===== src/hdl/tdf_cfg.svh =====
// Function
// Format 00 is 3DW header without data; 01 is 4DW without data.
// High format bit means payload; low bit picks 3DW or 4DW header.
// Payloads from 1 to 64 doublewords (4 to 256 bytes) are accepted.
// Memory and I/O requests route by address against configured windows.
// Configuration requests route by bus, device and function number.
// Messages route implicitly, using neither address nor identifier.
// Message routing subfield type[2:0] selects the message destination.
// Baseline messages recognised: INTx, PM, error, lock, power, vendor, hotplug.
// Baseline messages always carry traffic class zero.
// Advanced-switching messages are not implemented.
// Isochronous mode is off at reset, on when config bit 26 is set.
// Control bits choose traffic class 1 to 7 for upstream traffic.
// Downstream config, I/O and message TLPs with nonzero TC are malformed.
// Downstream memory TLPs are always forwarded, whatever their class; the code does not forward those with a bad payload length.
// Payload over 256 bytes or presence mismatching format is malformed.
`ifndef TDF_CFG_SVH
`define TDF_CFG_SVH
`define TDF_FMT_DATA_BIT     1
`define TDF_FMT_4DW_BIT      0
`define TDF_MAX_PAYLOAD_DW   11'h0_040
`define TDF_MSG_TYPE_HI      5'h1_0
`define TDF_CFG0_TYPE        5'h0_4
`define TDF_CFG1_TYPE        5'h0_5
`define TDF_IO_TYPE          5'h0_2
`define TDF_MEM_TYPE         5'h0_0
`define TDF_MEMLK_TYPE       5'h0_1
`define TDF_ISO_EN_BIT       26
`define TDF_TC_ZERO          3'h0
`define TDF_WIN_BITS         3
`define TDF_NUM_WIN          4
`define TDF_MSG_ASI_LO       8'h5_0
`define TDF_MSG_ASI_HI       8'h5_F
`endif


===== src/hdl/tdf_pkg.sv =====
package tdf_pkg;
  typedef enum logic [1:0] {
    TDF_ROUTE_ADDR,
    TDF_ROUTE_ID,
    TDF_ROUTE_IMPL,
    TDF_ROUTE_NONE
  } tdf_route_type;
  typedef enum logic [3:0] {
    TDF_MSG_NONE,
    TDF_MSG_INTX,
    TDF_MSG_PM,
    TDF_MSG_ERR,
    TDF_MSG_LOCK,
    TDF_MSG_SLOTPWR,
    TDF_MSG_VENDOR,
    TDF_MSG_HOTPLUG,
    TDF_MSG_ASI,
    TDF_MSG_UNKNOWN
  } tdf_msg_type;
endpackage


===== src/hdl/tdf_decode.sv =====
`timescale 1ns/1ps
`include "tdf_cfg.svh"
`default_nettype none
module tdf_decode
(
  input  wire logic                 clock,
  input  wire logic                 resetn,
  input  wire logic                 hdr_valid,
  input  wire logic [1:0]           hdr_fmt,
  input  wire logic [4:0]           hdr_type,
  input  wire logic [2:0]           hdr_tc,
  input  wire logic [9:0]           hdr_length,
  input  wire logic [7:0]           hdr_msg_code,
  input  wire logic [63:0]          hdr_addr,
  input  wire logic [15:0]          hdr_target_id,
  input  wire logic                 hdr_has_payload,
  input  wire logic [10:0]          payload_dw,
  input  wire logic                 cfg_wr,
  input  wire logic [31:0]          cfg_wdata,
  input  wire logic [2:0]           cfg_up_tc,
  input  wire logic [3:0][63:0]     win_base,
  input  wire logic [3:0][63:0]     win_limit,
  input  wire logic [3:0]           win_enable,
  output logic                      res_valid,
  output logic                      res_hdr_4dw,
  output logic                      res_has_data,
  output logic                      res_malformed,
  output logic                      res_forward,
  output tdf_pkg::tdf_route_type    res_route,
  output logic [3:0]                res_win_hit,
  output logic [15:0]               res_target_id,
  output logic [2:0]                res_msg_dest,
  output tdf_pkg::tdf_msg_type      res_msg_kind,
  output logic                      iso_enable,
  output logic [2:0]                up_tc
);
  logic                   iso_ff;
  logic [2:0]             up_tc_ff;
  logic                   nxt_4dw;
  logic                   nxt_data;
  logic                   is_msg;
  logic                   is_cfg;
  logic                   is_io;
  logic                   is_mem;
  logic                   bad_len;
  logic                   bad_tc;
  logic                   bad_asi;
  logic [3:0]             hit;
  tdf_pkg::tdf_route_type nxt_route;
  tdf_pkg::tdf_msg_type   nxt_kind;
  logic                   valid_ff;
  logic                   hdr4_ff;
  logic                   data_ff;
  logic                   mal_ff;
  logic                   fwd_ff;
  tdf_pkg::tdf_route_type route_ff;
  logic [3:0]             hit_ff;
  logic [15:0]            tid_ff;
  logic [2:0]             dest_ff;
  tdf_pkg::tdf_msg_type   kind_ff;

  assign nxt_data = hdr_fmt[`TDF_FMT_DATA_BIT];
  assign nxt_4dw  = hdr_fmt[`TDF_FMT_4DW_BIT];
  assign is_msg = hdr_type[4:3] == 2'(`TDF_MSG_TYPE_HI >> 3);
  assign is_cfg = hdr_type == `TDF_CFG0_TYPE || hdr_type == `TDF_CFG1_TYPE;
  assign is_io  = hdr_type == `TDF_IO_TYPE;
  assign is_mem = hdr_type == `TDF_MEM_TYPE || hdr_type == `TDF_MEMLK_TYPE;

  // Zero length field encodes 1024 DW, so caller gives explicit count
  assign bad_len = (nxt_data != hdr_has_payload) ||
                   (nxt_data && (payload_dw == 11'h0_000 ||
                    payload_dw > `TDF_MAX_PAYLOAD_DW));
  assign bad_tc = (is_cfg || is_io || is_msg) &&
                  hdr_tc != `TDF_TC_ZERO;
  assign bad_asi = is_msg && nxt_kind == tdf_pkg::TDF_MSG_ASI;

  genvar gi;
  generate
    for (gi = 0; gi < `TDF_NUM_WIN; gi++)
    begin : g_win
      assign hit[gi] = win_enable[gi] && hdr_addr >= win_base[gi] &&
                       hdr_addr <= win_limit[gi];
    end
  endgenerate

  always_comb
  begin
    nxt_route = tdf_pkg::TDF_ROUTE_NONE;
    if (is_mem || is_io)
      nxt_route = tdf_pkg::TDF_ROUTE_ADDR;
    else if (is_cfg)
      nxt_route = tdf_pkg::TDF_ROUTE_ID;
    else if (is_msg)
      nxt_route = tdf_pkg::TDF_ROUTE_IMPL;
  end

  always_comb
  begin
    nxt_kind = tdf_pkg::TDF_MSG_NONE;
    if (is_msg)
    begin
      unique casez (hdr_msg_code)
        8'b0010_0???: nxt_kind = tdf_pkg::TDF_MSG_INTX;
        8'b0001_????: nxt_kind = tdf_pkg::TDF_MSG_PM;
        8'b0011_0???: nxt_kind = tdf_pkg::TDF_MSG_ERR;
        8'b0000_0000: nxt_kind = tdf_pkg::TDF_MSG_LOCK;
        8'b0101_0000: nxt_kind = tdf_pkg::TDF_MSG_SLOTPWR;
        8'b0111_111?: nxt_kind = tdf_pkg::TDF_MSG_VENDOR;
        8'b0100_????: nxt_kind = tdf_pkg::TDF_MSG_HOTPLUG;
        default:
          if (hdr_msg_code > `TDF_MSG_ASI_LO &&
              hdr_msg_code <= `TDF_MSG_ASI_HI)
            nxt_kind = tdf_pkg::TDF_MSG_ASI;
          else
            nxt_kind = tdf_pkg::TDF_MSG_UNKNOWN;
      endcase
    end
  end

  always_ff @(posedge clock)
  begin
    if (!resetn)
      iso_ff <= 1'b0;
    else if (cfg_wr)
      iso_ff <= cfg_wdata[`TDF_ISO_EN_BIT];
  end

  always_ff @(posedge clock)
  begin
    if (!resetn)
      up_tc_ff <= `TDF_TC_ZERO;
    else if (!iso_ff)
      up_tc_ff <= `TDF_TC_ZERO;
    else if (cfg_up_tc != `TDF_TC_ZERO)
      up_tc_ff <= cfg_up_tc;
  end

  always_ff @(posedge clock)
  begin
    if (!resetn)
    begin
      valid_ff <= 1'b0;
      hdr4_ff  <= 1'b0;
      data_ff  <= 1'b0;
      mal_ff   <= 1'b0;
      fwd_ff   <= 1'b0;
      route_ff <= tdf_pkg::TDF_ROUTE_NONE;
      hit_ff   <= 4'h0;
      tid_ff   <= 16'h0000;
      dest_ff  <= 3'h0;
      kind_ff  <= tdf_pkg::TDF_MSG_NONE;
    end
    else
    begin
      valid_ff <= hdr_valid;
      if (hdr_valid)
      begin
        hdr4_ff  <= nxt_4dw;
        data_ff  <= nxt_data;
        mal_ff   <= bad_len || bad_tc || bad_asi;
        // Memory forwards regardless of TC or iso mode
        fwd_ff   <= !(bad_len || bad_tc || bad_asi) &&
                    (is_mem || is_io || is_cfg || is_msg);
        route_ff <= nxt_route;
        hit_ff   <= (is_mem || is_io) ? hit : 4'h0;
        tid_ff   <= is_cfg ? hdr_target_id : 16'h0000;
        dest_ff  <= is_msg ? hdr_type[2:0] : 3'h0;
        kind_ff  <= nxt_kind;
      end
    end
  end

  assign res_valid     = valid_ff;
  assign res_hdr_4dw   = hdr4_ff;
  assign res_has_data  = data_ff;
  assign res_malformed = mal_ff;
  assign res_forward   = fwd_ff;
  assign res_route     = route_ff;
  assign res_win_hit   = hit_ff;
  assign res_target_id = tid_ff;
  assign res_msg_dest  = dest_ff;
  assign res_msg_kind  = kind_ff;
  assign iso_enable    = iso_ff;
  assign up_tc         = up_tc_ff;

  chk_fmt_data: assert property (
    @(posedge clock) disable iff (!resetn)
    hdr_valid |=> res_has_data == $past(hdr_fmt[1]))
    else $error("data flag wrong");
  chk_fmt_hdr: assert property (
    @(posedge clock) disable iff (!resetn)
    hdr_valid |=> res_hdr_4dw == $past(hdr_fmt[0]))
    else $error("header size wrong");
  chk_tc_bad: assert property (
    @(posedge clock) disable iff (!resetn)
    hdr_valid && (is_cfg || is_io || is_msg) && hdr_tc != 3'h0
    |=> res_malformed && !res_forward)
    else $error("nonzero TC not malformed");
  chk_mem_fwd: assert property (
    @(posedge clock) disable iff (!resetn)
    hdr_valid && is_mem && !bad_len |=> res_forward)
    else $error("memory not forwarded");
  chk_len_big: assert property (
    @(posedge clock) disable iff (!resetn)
    hdr_valid && hdr_fmt[1] && payload_dw > `TDF_MAX_PAYLOAD_DW
    |=> res_malformed)
    else $error("oversize payload accepted");
  chk_len_ok: assert property (
    @(posedge clock) disable iff (!resetn)
    hdr_valid && is_mem && hdr_fmt[1] && hdr_has_payload &&
    payload_dw >= 11'h0_001 && payload_dw <= `TDF_MAX_PAYLOAD_DW
    |=> !res_malformed)
    else $error("legal payload rejected");
  chk_cfg_route: assert property (
    @(posedge clock) disable iff (!resetn)
    hdr_valid && is_cfg |=> res_route == tdf_pkg::TDF_ROUTE_ID &&
    res_target_id == $past(hdr_target_id))
    else $error("config not ID routed");
  chk_msg_route: assert property (
    @(posedge clock) disable iff (!resetn)
    hdr_valid && is_msg |=> res_route == tdf_pkg::TDF_ROUTE_IMPL &&
    res_msg_dest == $past(hdr_type[2:0]))
    else $error("message routing wrong");
  chk_iso_off: assert property (
    @(posedge clock)
    !resetn |=> !iso_enable && up_tc == 3'h0)
    else $error("iso not off after reset");
  chk_asi_bad: assert property (
    @(posedge clock) disable iff (!resetn)
    hdr_valid && is_msg && hdr_msg_code > `TDF_MSG_ASI_LO &&
    hdr_msg_code <= `TDF_MSG_ASI_HI |=> res_malformed && !res_forward)
    else $error("switching message accepted");
  chk_tc_sel: assert property (
    @(posedge clock) disable iff (!resetn)
    iso_enable && cfg_up_tc != 3'h0 |=> up_tc == $past(cfg_up_tc))
    else $error("upstream class not taken");
  chk_tc_idle: assert property (
    @(posedge clock) disable iff (!resetn)
    !iso_enable |=> up_tc == 3'h0)
    else $error("upstream class set while iso off");
endmodule
`default_nettype wire


===== config.mk =====
export PLATFORM = sky130hd
export DESIGN_NAME = tdf_decode
export DESIGN_NICKNAME = d
export VERILOG_FILES = /design/src/hdl/tdf_pkg.sv /design/src/hdl/tdf_decode.sv
export VERILOG_INCLUDE_DIRS = /design/src /design/src/hdl
export SDC_FILE = /design/constraint.sdc
export NUM_CORES = 1
export LEC_CHECK = 0
export BUFFER_PORTS_ARGS = -buffer_cell sky130_fd_sc_hd__buf_2
export CAP_MARGIN = 10
export CORE_AREA = 8 8 275 277
export CTS_CLUSTER_DIAMETER = 100
export DETAILED_ROUTE_END_ITERATION = 10
export DIE_AREA = 0 0 283 285
export PLACE_DENSITY = 0.43
export SETUP_SLACK_MARGIN = 0.3
export SYNTH_ARGS = -nofsm -noshare
export SYNTH_HDL_FRONTEND = slang
export SYNTH_SLANG_ARGS = --single-unit

===== constraint.sdc =====
create_clock -name clock -period 3.52 [get_ports clock]
set_input_delay 0.704 -clock clock [delete_from_list [all_inputs] [get_ports clock]]
set_output_delay 0.704 -clock clock [all_outputs]
set_load 0.1 [all_outputs]

==> out/metrics.yaml, run 1 <==
run_status: "finished, final reports clean"
final_min_period_over_clock_period_pct: 87.1
timing.max_slew.rel_slack_pct: 37.9
skew_ns: 0.000291
r2r.worst_path.cells: 4
synthTopCellsByCount: "inv_1 (514), ha_1 (512), a21o_1 (164)"
drc: 0
total_power_consumption_w: 0.00298
worstSetupStartpointType: "input port"
path_max_fanout: 8
crit_path_cell_trace: "buf_2 > ha_1 > a21oi_1 > nor2_1 > a211oi_1 > o21ai_0 > buf_4 > a211o_1 > a31oi_1 > nor4_1 > o32a_1"
max-vdd-ir-drop_mv: 0.159
synth_top_area_share_pct: 45.0
core_area_um2: 71000
cp-end-kind: "flop"
route.vias.total: 15600
max_slew.worst_pin.slew_ns: 0.925
ys_ff_latch: 38
dpl-instance-area_um2: 19100
power_density_nw_per_um2: 154
clk_transition_reported_paths_ns: 0.07
detail_route.wirelength_um: 72800
yosysWarnings: 0
cts_tree: "yes"
first_global_vias: 16500
maxcap_violations: 0
worst_setup_path_startpoint: "hdr_addr[5]"
dp_hpwl_um: 67500
ctsHtreeMaxLevel: 2
cts_hold_repair.buffers: 0
async_flop_share_pct: 0
globalRouteOverflowTotal: 0
clock_insertion_delay_worst_skew_ns: 0.29
synth_flop_cell: "dfxtp_1"
routed_wire_length_per_instance_um: 20.2
ctsLongestPathBuffers: 2
nNetsFinal: 3814
worst_setup_path_endpoint: "res_win_hit[2]$_SDFFE_PN0P_"
cts_root_buf: "clkbuf_16"
gpl.final_weighted_congestion: 0.880
syn-num-nets: 3092
mapped_cells: 1905
grt_start_max_net_pins: 24
netlist-cell-type-count: 65
dieArea_um2: 80700
post_synth_main_area_contributors: "ha_1 (45%), inv_1 (14%), a21o_1 (8.6%)"
wire_length_of_the_first_global_routing_pass_um: 105000
drt-initial-drc-count: 543
maxClockFrequency_ghz: 0.326
start_util_pct: 20.1
timing.critical_path.slowest_cell_delay_ns: 0.61
vias_per_cell: 4.33
groute.usage.overall_pct: 17.1
total_leakage_power_nw: 12.4
final_layout_size_suffix_gt1_share_pct: 28.3
clkSinkCount: 38
number_of_cells_in_the_design_after_placement: 3570
r2r_setup_slack_ns: 2.31
port_buffer_cells: 671
synth-seq-area-share_pct: 5.34
yosysTopAreaCell: "ha_1"
setup_repair_after_global_routing_missed_its_margin: "false"
period_needed_ns: 3.07
dieWidth_um: 283
cts.repair_timing.setup_buffer_count: 0
most_used_standard_cell_by_instance_count_after_synthesis: "inv_1"
drt_pre_antenna_iters: 5
fillerInstances: 7991
final_hold_viol_count: 0
finalMaxSlewViolations: 0
number_of_synthesized_flops_with_an_enable_pin: 0
worst_slack_ns: 0.453
layout.cells.non_filler: 3602
average_size_of_a_mapped_cell_um2: 7.47
final.setup.tns_ns: 0
critical-path-slowest-cell: "a31oi_1"
io-pin-count: 713
postRouteAntennaNets: 0
preCtsSetupSlack_ns: -0.284
number_of_antenna_violations_at_the_first_check_in_global_routing: 34
crit-reg2reg-capture: "res_win_hit[2]$_SDFFE_PN0P_"
die_h_um: 285
reg2reg_from: "res_win_hit[2]$_SDFFE_PN0P_"
setup_viol: 0
row_count: 98
post_cts_resized: 2
critical_path_class: "in2reg"
cts-buffers-inserted: 5
syn_area_um2: 14200
crit_required_ns: 3.71
cp_data_arrival_time_ns: 3.25
areaGrowthSynthToFinish_pct: 36.0
hold_path_class: "reg2reg"
layout.cell_area.non_filler_um2: 19400
## cell type report
| cell class | instances | area [µm²] | share of cell area, % |
|---|---|---|---|
| Multi-Input combinational cell | 1347 | 11500 | 59.6 |
| Timing Repair Buffer | 721 | 3730 | 19.3 |
| Inverter | 514 | 1930 | 9.96 |
| Tap cell | 950 | 1190 | 6.14 |
| Sequential cell | 38 | 761 | 3.93 |
| Clock buffer | 6 | 139 | 0.717 |
| Antenna cell | 24 | 60.1 | 0.310 |
| Clock inverter | 2 | 12.5 | 0.0646 |
## layer usage
metal / vias to the layer above / global-route usage, % / wire, µm
met5: - / 0 / 104
met4: 18 / 3.94 / 1320
met2: 429 / 31.3 / 36300
li1: 8162 / - / -
met1: 6926 / 20.5 / 31000
met3: 61 / 3.38 / 4060
## flip-flops by register name, indices dropped and copies added, names as in the netlist
register and count:
iso_enable 1, res_forward 1, res_has_data 1, res_hdr_4dw 1, res_malformed 1, res_msg_dest 3, res_msg_kind 4, res_route 2
res_target_id 16, res_valid 1, res_win_hit 4, up_tc 3
## placed cells by master (no fill, tap or decap), drive strengths merged, types with 4 or more instances in the layout
master and count:
a211o 4, a211oi 13, a21o 164, a21oi 157
a221o 4, a221oi 4, a22o 20, a31oi 4
a32o 4, and4 7, buf 721, clkbuf 6
dfxtp 38, diode 24, ha 512, inv 514
nand2 71, nand2b 11, nand3 15, nand4 105
nor2 52, nor2b 19, nor3 20, nor4 17
nor4b 4, o2111ai 4, o211ai 10, o21a 6
o21ai 65, o22ai 5, or3 5, or4 6
## power breakdown
group / internal (W) / switching, W / leakage [nW]
registers: 0.000439 / 0.00000417 / 0.308
logic: 0.000911 / 0.00113 / 12.0
clock network: 0.000282 / 0.000218 / 0.0730
total: 0.00163 / 0.00135 / 12.4
## worst min-delay path by stage
stage	startpoint	to	cells past startpoint
after floorplan	cfg_up_tc[1]	up_tc[1]$_SDFFE_PN0P_	2
after global placement	res_msg_kind[2]$_SDFFE_PN0P_	res_msg_kind[2]$_SDFFE_PN0P_	1
after detailed placement	res_msg_kind[0]$_SDFFE_PN0P_	res_msg_kind[0]$_SDFFE_PN0P_	1
after CTS	res_msg_kind[0]$_SDFFE_PN0P_	res_msg_kind[0]$_SDFFE_PN0P_	1
after global routing	res_forward$_SDFFE_PN0P_	res_forward$_SDFFE_PN0P_	2
final	res_msg_kind[0]$_SDFFE_PN0P_	res_msg_kind[0]$_SDFFE_PN0P_	1
## logic make-up (layout without fill, tap and decap cells)
group / count (synthesis) / in the layout / share of synthesized area (%)
buf+inv: 520 / 1243 / 13.8
fa+ha+maj: 513 / 513 / 45.1
compound gates: 487 / 487 / 22.4
simple gates: 343 / 343 / 13.1
flops: 38 / 38 / 5.34
mux: 3 / 3 / 0.211
xor+xnor: 1 / 1 / 0.0615
other cells: 0 / 24 / 0
## per-stage QoR
step | hold slack, ns | utilization (%)
finish | 0.462 | 27.3
global route | 0.485 | 27.2
CTS | 0.469 | 27.2
detailed placement | 0.451 | 27.0
global placement | 0.452 | 27.0
floorplan | 0.821 | -
## critical path, delay by kind of cell
family	cells	cell delay (ns)
compound gates	6	1.67
buf+inv	2	0.35
fa+ha+maj	1	0.33
simple gates	2	0.19
No activity file was read; power rests on OpenSTA's default activity.
==> run 2: changes to the inputs <==
--- a/config.mk
+++ b/config.mk
@@ -12,7 +12,6 @@
 export CTS_CLUSTER_DIAMETER = 100
 export DETAILED_ROUTE_END_ITERATION = 10
 export DIE_AREA = 0 0 283 285
-export PLACE_DENSITY = 0.43
 export SETUP_SLACK_MARGIN = 0.3
 export SYNTH_ARGS = -nofsm -noshare
 export SYNTH_HDL_FRONTEND = slang
==> constraint.sdc (replaced) <==
create_clock -name clock -period 3.52 [get_ports clock]
set_input_delay 0.176 -clock clock [delete_from_list [all_inputs] [get_ports clock]]
set_output_delay 0.176 -clock clock [all_outputs]
set_load 0.1 [all_outputs]
==> run 2 against run 1 <==
- combinational power is essentially flat
- clock skew is 0.0044 ns higher
- final cell count fell by 0.81%
- die area did not move
- total power rose by 0.49%
- first-iteration DRC count fell by 12%
- clock-buffer cell count stayed put
- setup slack better by 0.29 ns
- non-clock buffer count shrank 22
- sequential power about the same
- core utilization shrank 0.24 points
- critical path type unchanged
- largest cell class unchanged
==> out/metrics.yaml, run 2 (same netlist as run 1, synthesis figures left out) <==
run_status: "finished, final reports clean"
max_slew.worst_pin.slew_ns: 0.980
number_of_cells_in_the_design_after_placement: 3548
groute.usage.overall_pct: 16.6
route.vias.total: 15700
period_needed_ns: 2.78
path_max_fanout: 8
combined_area_of_the_multi_input_logic_cells_um2: 11500
path_buf_inv: 1
drt_pre_antenna_iters: 5
worstSetupStartpointType: "input port"
critical_path_class: "in2reg"
preCtsSetupSlack_ns: 0.155
port_buffer_cells: 671
crit_path_cell_trace: "buf_2 > ha_1 > a2111oi_0 > a211oi_1 > nor4_1 > nor4_1 > o31a_1 > o311a_1"
maxcap_violations: 0
hold_path_class: "in2reg"
final.setup.tns_ns: 0
grt_start_max_net_pins: 24
routed_wire_length_per_instance_um: 19.7
core_area_um2: 71000
regArea_um2: 761
globalRouteOverflowTotal: 0
nNetsFinal: 3792
drt-initial-drc-count: 476
start_util_pct: 20.1
critical-path-slowest-cell: "nor4_1"
dpl-instance-area_um2: 19000
gpl.final_weighted_congestion: 0.907
crit_required_ns: 3.70
most_used_cell_cp: "nor4_1"
ctsLongestPathBuffers: 2
setup_repair_after_global_routing_missed_its_margin: "false"
io-pin-count: 713
cp_top_family: "compound AO/OA/AOI/OAI gates"
postRouteAntennaNets: 0
drc: 0
power_density_nw_per_um2: 156
row_count: 98
areaGrowthSynthToFinish_pct: 34.8
worst_slack_ns: 0.740
max-vdd-ir-drop_mv: 0.197
maxClockFrequency_ghz: 0.360
number_of_antenna_violations_at_the_first_check_in_global_routing: 38
layout.cell_area.non_filler_um2: 19200
setup_viol: 0
fillerInstances: 7927
timing.critical_path.slowest_cell_delay_ns: 0.80
dieWidth_um: 283
die_h_um: 285
final_layout_size_suffix_gt1_share_pct: 27.7
first_global_vias: 16300
cp-end-kind: "flop"
detail_route.wirelength_um: 70400
final_hold_viol_count: 0
cts_hold_repair.buffers: 0
skew_ns: 0.00466
cts_root_buf: "clkbuf_16"
largest_register_ffs: 16
layout.cells.non_filler: 3573
clk_transition_reported_paths_ns: 0.06
dp_hpwl_um: 64800
dieArea_um2: 80700
ctsHtreeMaxLevel: 2
finalMaxSlewViolations: 0
cp_data_arrival_time_ns: 2.96
cts-buffers-inserted: 5
clkSinkCount: 38
timing.max_slew.rel_slack_pct: 34.1
total_leakage_power_nw: 12.3
clock_insertion_delay_worst_skew_ns: 0.29
mostFrequentLayoutCells: "buf_2 (671), inv_1 (514), ha_1 (512)"
cts_tree: "yes"
post_cts_resized: 0
final_min_period_over_clock_period_pct: 79.0
cts.repair_timing.setup_buffer_count: 0
vias_per_cell: 4.40
wire_length_of_the_first_global_routing_pass_um: 102000
layout_commonest_cell: "buf_2"
==> run 2: per-stage QoR <==
stage                     util (%)  hold WS (ns)  power (W)
after floorplan                  -         0.293    0.00156
after global routing          27.0        0.0898    0.00332
after CTS                     27.0        0.0856    0.00305
after global placement        26.7         0.385    0.00245
final                         27.0        0.0981    0.00300
after detailed placement      26.7         0.390    0.00248
==> run 2: final cells by class <==
class	count	area share [%]
multi-input combinational	1347	60.1
timing repair buffer	699	18.6
inverter	514	10.1
tap	950	6.19
sequential	38	3.96
clock buffer	6	0.724
antenna	18	0.235
clock inverter	1	0.156
==> run 2: power by group <==
| part | switching (W) | internal, W |
|---|---|---|
| Sequential | 0.00000425 | 0.000439 |
| Clock | 0.000196 | 0.000350 |
| Combinational | 0.00111 | 0.000893 |
==> run 2: path summary, 6_finish.rpt <==
kind                            cells after the start                        start                              to  slack [ns]
worst max-delay path                                8                  hdr_addr[5]     res_win_hit[3]$_SDFFE_PN0P_        0.74
worst min-delay path                                2            hdr_target_id[15]  res_target_id[15]$_SDFFE_PN0P_         0.1
worst max register to register                      4  res_win_hit[2]$_SDFFE_PN0P_     res_win_hit[2]$_SDFFE_PN0P_        2.16
worst min register to register                      2  res_win_hit[1]$_SDFFE_PN0P_     res_win_hit[1]$_SDFFE_PN0P_        0.45
==> run 2: metal layers <==
layer	up-vias	share of wire, %	GRT usage, %
met3	86	6.2	3.47
met4	10	2.9	4.68
met2	530	48	29.5
met5	-	0.098	0
met1	6982	42	20.0
li1	8115	-	-
